--- config.mk ---
export PLATFORM = sky130hd
export DESIGN_NAME = rpb_ctrl
export DESIGN_NICKNAME = d
export VERILOG_FILES = /design/src/include/rpb_pkg.sv /design/src/hdl/rpb_ctrl.sv
export SDC_FILE = /design/constraint.sdc
export NUM_CORES = 1
export LEC_CHECK = 0
export BUFFER_PORTS_ARGS = -buffer_cell sky130_fd_sc_hd__clkbuf_2
export CAP_MARGIN = 10
export CORE_MARGIN = 1
export CORE_UTILIZATION = 46
export DETAILED_ROUTE_END_ITERATION = 10
export PLACE_DENSITY = 0.8
export REMOVE_ABC_BUFFERS = 1
export SYNTH_ARGS = -nofsm -noshare
export SYNTH_HDL_FRONTEND = slang
export SYNTH_SLANG_ARGS = --single-unit
--- constraint.sdc ---
create_clock -name clk_sys -period 1.4 [get_ports clk_sys]
set_clock_uncertainty 0.05 [all_clocks]
set_input_delay 0.28 -clock clk_sys [delete_from_list [all_inputs] [get_ports clk_sys]]
set_output_delay 0.28 -clock clk_sys [all_outputs]
set_load 0.005 [all_outputs]
--- src/include/rpb_pkg.sv ---
// Constants and types shared by the reset, PLL and bias control block
package rpb_pkg;
    // ****************************************
    // Register map
    // ****************************************
    localparam logic [7:0] RPB_ADDR_SOFT_RESET = 8'h00;
    localparam logic [7:0] RPB_ADDR_PLL        = 8'h01;
    localparam logic [7:0] RPB_ADDR_BOOST      = 8'h02;
    localparam logic [7:0] RPB_ADDR_BIAS       = 8'h03;
    localparam logic [7:0] RPB_REG_RESET       = 8'h00;
    localparam logic [7:0] RPB_READ_UNMAPPED   = 8'h00;

    // ****************************************
    // Field positions
    // ****************************************
    localparam int RPB_SRST_BIT      = 7;
    localparam int RPB_LOCK_BIT      = 7;
    localparam int RPB_CLK_SRC_BIT   = 4;
    localparam int RPB_PLL_EN_BIT    = 3;
    localparam int RPB_RATIO_MSB     = 2;
    localparam int RPB_RATIO_LSB     = 0;
    localparam int RPB_RATE_MSB      = 6;
    localparam int RPB_RATE_LSB      = 5;
    localparam int RPB_FSW_BIT       = 4;
    localparam int RPB_VOLT_MSB      = 7;
    localparam int RPB_VOLT_LSB      = 4;
    localparam int RPB_BIAS_EN_BIT   = 0;
    localparam logic [7:0] RPB_PLL_WMASK   = 8'h18;
    localparam logic [7:0] RPB_BOOST_WMASK = 8'h70;
    localparam logic [7:0] RPB_BIAS_WMASK  = 8'hF1;

    // ****************************************
    // Codes
    // ****************************************
    localparam logic [2:0] RPB_RATIO_MAX   = 3'h4;
    localparam logic [1:0] RPB_RATE_32K    = 2'h0;
    localparam logic [1:0] RPB_RATE_44K1   = 2'h1;
    localparam logic [3:0] RPB_VOLT_MAX    = 4'h8;
    localparam logic [4:0] RPB_BOOST_ABOVE = 5'h02;
    localparam logic [5:0] RPB_DIV_32K_HI  = 6'h0C;
    localparam logic [5:0] RPB_DIV_32K_LO  = 6'h16;
    localparam logic [5:0] RPB_DIV_44K_HI  = 6'h10;
    localparam logic [5:0] RPB_DIV_44K_LO  = 6'h1E;
    localparam logic [5:0] RPB_DIV_48K_HI  = 6'h10;
    localparam logic [5:0] RPB_DIV_48K_LO  = 6'h20;

    typedef enum logic [2:0] {
        ST_OFF  = 3'b001,
        ST_RAMP = 3'b010,
        ST_RUN  = 3'b100
    } rpb_por_e;
endpackage

--- src/hdl/rpb_ctrl.sv ---
// Reset sequencing, PLL clock control and microphone bias control
`timescale 1ns/1ps
`default_nettype none
module rpb_ctrl
    import rpb_pkg::*;
(
    // Clock and reset
    input  wire  logic       clk_sys,
    input  wire  logic       rst_n,
    // Pins and analog monitors
    input  wire  logic       power_down_reset_n,
    input  wire  logic       supply_above_high,
    input  wire  logic       supply_below_low,
    input  wire  logic       master_clock_pin,
    input  wire  logic       frame_clock_pin,
    input  wire  logic       pll_lock_raw,
    // Decoded control port
    input  wire  logic [7:0] reg_addr,
    input  wire  logic [7:0] reg_wdata,
    input  wire  logic       reg_wr,
    input  wire  logic       reg_rd,
    output var   logic [7:0] reg_rdata,
    output var   logic       reg_rvalid,
    // Supply and core control
    output var   logic       regulator_enable,
    output var   logic       core_reset_n,
    // PLL control
    output var   logic       pll_ref_clk,
    output var   logic       pll_enable,
    output var   logic [2:0] clock_ratio_select,
    // Boost and bias control
    output var   logic [1:0] sample_rate_select,
    output var   logic [5:0] step_up_divisor,
    output var   logic       step_up_enable,
    output var   logic [4:0] step_up_output,
    output var   logic [3:0] bias_voltage_select,
    output var   logic       microphone_supply_out
);

    // ****************************************
    // Helpers
    // ****************************************
    function automatic logic [5:0] boost_div(input logic [1:0] rate, input logic hi);
        logic [5:0] d;
        d = hi ? RPB_DIV_48K_HI : RPB_DIV_48K_LO;
        if (rate == RPB_RATE_32K) begin
            d = hi ? RPB_DIV_32K_HI : RPB_DIV_32K_LO;
        end else if (rate == RPB_RATE_44K1) begin
            d = hi ? RPB_DIV_44K_HI : RPB_DIV_44K_LO;
        end
        return d;
    endfunction

    function automatic logic [3:0] volt_clamp(input logic [3:0] code);
        return (code > RPB_VOLT_MAX) ? RPB_VOLT_MAX : code;
    endfunction

    // ****************************************
    // Pin synchronisers
    // ****************************************
    logic [5:0] sync_a, sync_b;
    always_ff @(posedge clk_sys or negedge rst_n) begin
        if (!rst_n) begin
            sync_a <= 6'h00;
            sync_b <= 6'h00;
        end else begin
            sync_a <= {pll_lock_raw, frame_clock_pin, master_clock_pin,
                       supply_below_low, supply_above_high, power_down_reset_n};
            sync_b <= sync_a;
        end
    end
    logic pin_high, above_hi, below_lo, mclk_s, fclk_s, lock_s;
    assign {lock_s, fclk_s, mclk_s, below_lo, above_hi, pin_high} = sync_b;

    // ****************************************
    // Power-on reset sequencing
    // ****************************************
    rpb_por_e por_state;
    rpb_por_e next_por_state;
    always_comb begin
        next_por_state = por_state;
        case (por_state)
            ST_OFF: begin
                if (pin_high) begin
                    next_por_state = ST_RAMP;
                end
            end
            ST_RAMP: begin
                if (!pin_high) begin
                    next_por_state = ST_OFF;
                end else if (above_hi) begin
                    next_por_state = ST_RUN;
                end
            end
            ST_RUN: begin
                // Hysteresis: a dip above the low trip is ignored
                if (below_lo) begin
                    next_por_state = pin_high ? ST_RAMP : ST_OFF;
                end
            end
            default: next_por_state = ST_OFF;
        endcase
    end

    // ****************************************
    // Register file
    // ****************************************
    logic       srst, next_srst, next_rvalid, core_up, wr_ok;
    logic [7:0] pll_reg, next_pll_reg, boost_reg, next_boost_reg;
    logic [7:0] bias_reg, next_bias_reg, next_rdata;

    assign core_up = (por_state == ST_RUN);
    // Writes before the core is out of reset or during a soft reset are dropped; reads only before power-up ends
    assign wr_ok   = reg_wr && core_up && !srst;

    always_comb begin
        next_srst      = 1'b0;
        next_pll_reg   = pll_reg;
        next_boost_reg = boost_reg;
        next_bias_reg  = bias_reg;
        if (srst || !core_up) begin
            next_pll_reg   = RPB_REG_RESET;
            next_boost_reg = RPB_REG_RESET;
            next_bias_reg  = RPB_REG_RESET;
        end else if (wr_ok) begin
            case (reg_addr)
                RPB_ADDR_SOFT_RESET: next_srst = reg_wdata[RPB_SRST_BIT];
                RPB_ADDR_PLL: begin
                    next_pll_reg = (pll_reg & ~RPB_PLL_WMASK) | (reg_wdata & RPB_PLL_WMASK);
                    // Reserved ratio codes keep the previous ratio
                    if (reg_wdata[RPB_RATIO_MSB:RPB_RATIO_LSB] <= RPB_RATIO_MAX) begin
                        next_pll_reg[RPB_RATIO_MSB:RPB_RATIO_LSB] =
                            reg_wdata[RPB_RATIO_MSB:RPB_RATIO_LSB];
                    end
                end
                RPB_ADDR_BOOST: next_boost_reg = reg_wdata & RPB_BOOST_WMASK;
                RPB_ADDR_BIAS:  next_bias_reg  = reg_wdata & RPB_BIAS_WMASK;
                default: ;
            endcase
        end
    end

    always_comb begin
        next_rvalid = reg_rd && core_up;
        next_rdata  = RPB_READ_UNMAPPED;
        if (reg_rd && core_up) begin
            case (reg_addr)
                RPB_ADDR_SOFT_RESET: next_rdata = {srst, 7'h00};
                RPB_ADDR_PLL: begin
                    next_rdata = pll_reg;
                    next_rdata[RPB_LOCK_BIT] = lock_s;
                end
                RPB_ADDR_BOOST:      next_rdata = boost_reg;
                RPB_ADDR_BIAS:       next_rdata = bias_reg;
                default:             next_rdata = RPB_READ_UNMAPPED;
            endcase
        end
    end

    // ****************************************
    // Registered outputs
    // ****************************************
    always_ff @(posedge clk_sys or negedge rst_n) begin
        if (!rst_n) begin
            por_state             <= ST_OFF;
            srst                  <= 1'b0;
            pll_reg               <= RPB_REG_RESET;
            boost_reg             <= RPB_REG_RESET;
            bias_reg              <= RPB_REG_RESET;
            reg_rdata             <= RPB_READ_UNMAPPED;
            reg_rvalid            <= 1'b0;
            regulator_enable      <= 1'b0;
            core_reset_n          <= 1'b0;
            pll_ref_clk           <= 1'b0;
            pll_enable            <= 1'b0;
            clock_ratio_select    <= 3'h0;
            sample_rate_select    <= 2'h0;
            step_up_divisor       <= RPB_DIV_32K_LO;
            step_up_enable        <= 1'b0;
            step_up_output        <= 5'h00;
            bias_voltage_select   <= 4'h0;
            microphone_supply_out <= 1'b0;
        end else begin
            por_state             <= next_por_state;
            srst                  <= next_srst;
            pll_reg               <= next_pll_reg;
            boost_reg             <= next_boost_reg;
            bias_reg              <= next_bias_reg;
            reg_rdata             <= next_rdata;
            reg_rvalid            <= next_rvalid;
            regulator_enable      <= pin_high;
            core_reset_n          <= (next_por_state == ST_RUN) && !next_srst;
            pll_ref_clk           <= pll_reg[RPB_CLK_SRC_BIT] ? fclk_s : mclk_s;
            pll_enable            <= pll_reg[RPB_PLL_EN_BIT];
            clock_ratio_select    <= pll_reg[RPB_RATIO_MSB:RPB_RATIO_LSB];
            sample_rate_select    <= boost_reg[RPB_RATE_MSB:RPB_RATE_LSB];
            step_up_divisor       <= boost_div(boost_reg[RPB_RATE_MSB:RPB_RATE_LSB],
                                               boost_reg[RPB_FSW_BIT]);
            // Boost runs only with the PLL, its only clock source
            step_up_enable        <= bias_reg[RPB_BIAS_EN_BIT] && pll_reg[RPB_PLL_EN_BIT];
            step_up_output        <= {1'b0, volt_clamp(bias_reg[RPB_VOLT_MSB:RPB_VOLT_LSB])}
                                     + RPB_BOOST_ABOVE;
            bias_voltage_select   <= volt_clamp(bias_reg[RPB_VOLT_MSB:RPB_VOLT_LSB]);
            microphone_supply_out <= bias_reg[RPB_BIAS_EN_BIT];
        end
    end

    // ****************************************
    // Assertions
    // ****************************************
    property p_reg_follows_pin;
        @(posedge clk_sys) disable iff (!rst_n) regulator_enable == $past(sync_b[0]);
    endproperty
    a_reg_follows_pin: assert property (p_reg_follows_pin) else $error("regulator wrong");
    // Judged on the state change: a soft reset may end below the high trip
    property p_core_needs_high;
        @(posedge clk_sys) disable iff (!rst_n)
            (core_reset_n |-> core_up)
            and ($rose(core_up) |-> $past(above_hi) && $past(pin_high));
    endproperty
    a_core_needs_high: assert property (p_core_needs_high) else $error("early release");
    property p_hysteresis;
        @(posedge clk_sys) disable iff (!rst_n)
            (core_up && !below_lo && !srst && !next_srst) |=> core_reset_n;
    endproperty
    a_hysteresis: assert property (p_hysteresis) else $error("glitch reset");
    property p_srst;
        @(posedge clk_sys) disable iff (!rst_n)
            (wr_ok && reg_addr == RPB_ADDR_SOFT_RESET && reg_wdata[RPB_SRST_BIT])
            |=> srst ##1 (!srst && pll_reg == RPB_REG_RESET && bias_reg == RPB_REG_RESET);
    endproperty
    a_srst: assert property (p_srst) else $error("soft reset failed");
    property p_ref_sel;
        @(posedge clk_sys) disable iff (!rst_n)
            pll_ref_clk == ($past(pll_reg[RPB_CLK_SRC_BIT]) ? $past(fclk_s) : $past(mclk_s));
    endproperty
    a_ref_sel: assert property (p_ref_sel) else $error("reference mux");
    property p_ratio_legal;
        @(posedge clk_sys) disable iff (!rst_n) clock_ratio_select <= RPB_RATIO_MAX;
    endproperty
    a_ratio_legal: assert property (p_ratio_legal) else $error("reserved ratio");
    property p_lock_read;
        @(posedge clk_sys) disable iff (!rst_n)
            (reg_rd && core_up && reg_addr == RPB_ADDR_PLL)
            |=> reg_rvalid && reg_rdata[RPB_LOCK_BIT] == $past(lock_s);
    endproperty
    a_lock_read: assert property (p_lock_read) else $error("lock status");
    property p_divisor;
        @(posedge clk_sys) disable iff (!rst_n)
            (boost_reg[RPB_RATE_MSB:RPB_RATE_LSB] == RPB_RATE_32K && boost_reg[RPB_FSW_BIT])
            |=> step_up_divisor == RPB_DIV_32K_HI;
    endproperty
    a_divisor: assert property (p_divisor) else $error("boost divisor");
    // Both outputs clear in reset, so the offset only holds from the second edge on
    property p_boost_above;
        @(posedge clk_sys) disable iff (!rst_n)
            $past(rst_n) |-> step_up_output == {1'b0, bias_voltage_select} + RPB_BOOST_ABOVE
            && bias_voltage_select <= RPB_VOLT_MAX;
    endproperty
    a_boost_above: assert property (p_boost_above) else $error("boost level");
    property p_bias_en;
        @(posedge clk_sys) disable iff (!rst_n)
            microphone_supply_out == $past(bias_reg[RPB_BIAS_EN_BIT]);
    endproperty
    a_bias_en: assert property (p_bias_en) else $error("bias enable");

    c_power_up:  cover property (@(posedge clk_sys) disable iff (!rst_n) $rose(core_reset_n));
    c_soft_rst:  cover property (@(posedge clk_sys) disable iff (!rst_n) $rose(srst));
    c_frame_ref: cover property (@(posedge clk_sys) disable iff (!rst_n)
                                 pll_enable && pll_reg[RPB_CLK_SRC_BIT]);
    c_bias_on:   cover property (@(posedge clk_sys) disable iff (!rst_n) $rose(microphone_supply_out));
endmodule
`default_nettype wire

==> metrics.md <==
| Metric | Value |
|---|---|
| Post-synth EDFFs | `0` |
| Diodes inserted | `0` |
| DR WL/cell | `13.7 um` |
| Area leader, netlist | `dfrtp_1` |
| Met1 usage | `22.7%` |
| Crit path depth | `3` |
| Fraction of registers with async set/reset | `100%` |
| Pwr dens | `1120 nW/um^2` |
| Met2 global-route usage | `28.2%` |
| Worst EP required | `1.61 ns` |
| Biggest register | `reg_rdata` |
| Largest registers | `reg_rdata x8, sync_a x6, sync_b x6` |
| Max Fclk | `737 MHz` |
| Drt pass-1 iters | `4` |
| Crit-path cells | `or3b_2 > a21oi_2 > o31a_1` |
| Placed Area | `2800 um^2` |
| FF+latch count, synth | `62` |
| Vias in the first global route | `1523` |
| Hold worst-path end | `sync_a[3]$_DFF_PN0_` |
| Reg2reg end | `core_reset_n$_DFF_PN0_` |
| Finished Cell Area | `3030 um^2` |
| GRT busiest layer | `met2` |
| Vias per inst | `4.95` |
| CP startpoint | `por_state[1]$_DFF_PN0_` |
| Initial antenna violation count | `0` |
| Syn_area_per_cell | `13.2 um^2` |
| Crit path max-delay family | `simple AND/OR/NAND/NOR gates` |
| Worst R2R Start | `por_state[1]$_DFF_PN0_` |
| Worst Hold Launch | `master_clock_pin` |
| Post-CTS Setup Inserts | `0` |
| Post-synth top area share | `62.5%` |
| CP max FO | `5` |
| ANT nets after route | `0` |
| Synth area leaders | `dfrtp_1 63%, dfstp_2 4.5%, mux2i_1 4.3%` |
| Min Tclk post-route | `1.36 ns` |
| Worst Path Arrival | `1.57 ns` |
| Finished Layout Cells | `332` |
| Die Wd | `73.0 um` |
| Synth Cell Area | `2320 um^2` |
| CTS buffer count | `9` |
| I/O Buffers | `59` |
| Congestion Overflow GR | `0` |
| Worst setup path category | `reg -> reg` |
| H-tree lvl count | `3` |
| DRC | `0` |
| Setup violations, final | `0` |
| Post-Place Setup Slack | `-0.273 ns` |
| Nets | `287` |
| # fillers | `387` |
| Mapped Cells | `176` |
| Number of DRC markers in iteration 0 | `124` |
| CTS clock-pin slew for the worst setup and hold paths | `0.06 ns` |
| WHS | `0.0173 ns` |
| Share of layout cells above drive strength 1 | `40.4%` |
| Slack of the worst reg-to-reg path | `0.04 ns` |
| CTS tree | `yes` |
| Crit-path max cell delay | `0.49 ns` |
| Seq/Total Area, Yosys | `67.1%` |
| First-pass GRT wire length | `7030 um` |
| Max reg flops | `8` |
| Ys flop type | `dfrtp_1` |
| Worst-Skew Late Latency | `0.32 ns` |
| CTS Buffer Depth | `2` |
| Synth-to-layout area growth | `30.4%` |
| Post-detail-place hpwl | `3070 um` |
| Core Box Area | `4790 um^2` |
| Worst setup margin | `0.0436 ns` |
| Clock sinks | `62` |
| Vias | `1645` |
| Final Hold Fails | `0` |
| M3 GR Usage | `6.77%` |
| RePlAce Congestion | `0.858` |
| Synth warn | `0` |
| Distinct cells, synth | `42` |
| Status | `finished, final reports clean` |
| Worst VDD drop | `718 uV` |
| DP Cell Count | `311` |
| Floorplan row count | `25` |
| Die height | `73.0 um` |
| Clk root buf | `clkbuf_8` |
| WHS Path Cells | `1` |
| Leakage | `1.51 nW` |
| Max stage delay cell, worst path | `or3b_2` |
| Worst hold path class | `in -> reg` |
| R2R depth | `3` |
| Final wirelength | `4540 um` |
| Maxcap violations | `0` |
| Initial Util | `48.5%` |
| # IOs | `61` |
| Total GRT Usage | `18.1%` |
| Final Max Slew Viols | `0` |
| DIE AREA | `5330 um^2` |
| Final worst-path cycle share | `96.9%` |
| Startpoint Class | `flip-flop` |
| Largest net degree at the start of global routing | `63` |
| Crit path capture type | `flip-flop` |
| WP buf/inv | `0` |
-- what timing repair did --
| action | in CTS | in global routing |
|---|---|---|
| resized for setup | 1 | 5 |
| pin swaps | 0 | 0 |
| hold buffers | 4 | 1 |
| setup endpoints to repair | 1 | 4 |
| endpoints found under the hold margin | 61 | 1 |
-- placed cells by master (no fill, tap or decap), types with 3 or more instances in the layout --
cell,n
clkbuf_2,59
dfrtp_1,58
buf_4,16
nand2_1,14
mux2i_1,10
clkbuf_8,9
a21oi_1,7
nor2_1,7
and3_1,6
nor2b_1,5
clkbuf_1,5
dlygate4sd3_1,5
nand2b_1,4
nor3b_1,4
mux2_2,4
dfstp_2,4
nand4_1,3
-- layer usage --
metal / wire length, um / vias up
met5: 0 / -
li1: - / 785
met1: 2000 / 794
met3: 274 / 7
met4: 60 / 0
met2: 2200 / 59
-- cells in the mapped netlist (all sizes together), types with 2 or more instances --
cell and number:
and3 6, xor2 2, nand3 2, nor4 3, nor2 7, nand3b 2
nor2b 5, a211oi 2, or3b 2, nor3 4, mux2 4, dfstp 4
nand2b 4, dfrtp 58, a2bb2oi 2, nor3b 4, inv 2, nand4 3
clkbuf 4, nand2 15, mux2i 10, a21oi 8, a31oi 2, buf 5
o31ai 2
-- worst register-to-register path, stage by stage, from the launching register on --
cell     delay, ns
dfrtp_1       0.43
or3b_2        0.49
a21oi_2       0.17
o31a_1        0.16
-- final cells by class --
cell class | instances | area (um^2) | share of cell area, %
sequential | 62 | 1560 | 51.4
multi-input combinational | 104 | 741 | 24.5
timing repair buffer | 81 | 485 | 16.0
clock buffer | 14 | 143 | 4.71
tap | 67 | 83.8 | 2.77
clock inverter | 2 | 10.0 | 0.331
inverter | 2 | 7.51 | 0.248
-- worst max path at each step --
stage	to	slack, ns
CTS	reg_rdata[5]$_DFF_PN0_	0.03
global placement	pll_reg[1]$_DFFE_PN0P_	-0.22
global route	core_reset_n$_DFF_PN0_	-0.01
floorplan	bias_reg[4]$_DFFE_PN0P_	-0.40
detailed placement	boost_reg[5]$_DFFE_PN0P_	-0.27
finish	core_reset_n$_DFF_PN0_	0.04
-- power breakdown --
| part | internal (W) | switching [W] | total (W) |
|---|---|---|---|
| logic | 0.000130 | 0.000135 | 0.000265 |
| registers | 0.00184 | 0.0000238 | 0.00186 |
| clock network | 0.000640 | 0.000619 | 0.00126 |
-- per-stage QoR --
stage,utilization (%),TNS (ns),power (W)
after floorplan,-,-5.90,0.00198
after global placement,58.5,-2.36,0.00213
after detailed placement,58.5,-2.25,0.00214
after CTS,62.6,0,0.00341
after global routing,63.2,-0.0169,0.00352
final,63.2,0,0.00338
-- cells by family after synthesis --
| group | count (synthesis) | share of synthesized area (%) |
|---|---|---|
| adders and majority gates | 1 | 0.539 |
| other | 1 | 0.162 |
| xor gates and xnor gates | 3 | 1.13 |
| buffers and inverters | 11 | 2.32 |
| and+or+nand+nor | 64 | 16.8 |
| DFF | 62 | 67.1 |
| muxes | 14 | 6.25 |
| AOI/OAI and AO/OA | 20 | 5.71 |
No activity file was read; power rests on OpenSTA's default activity.
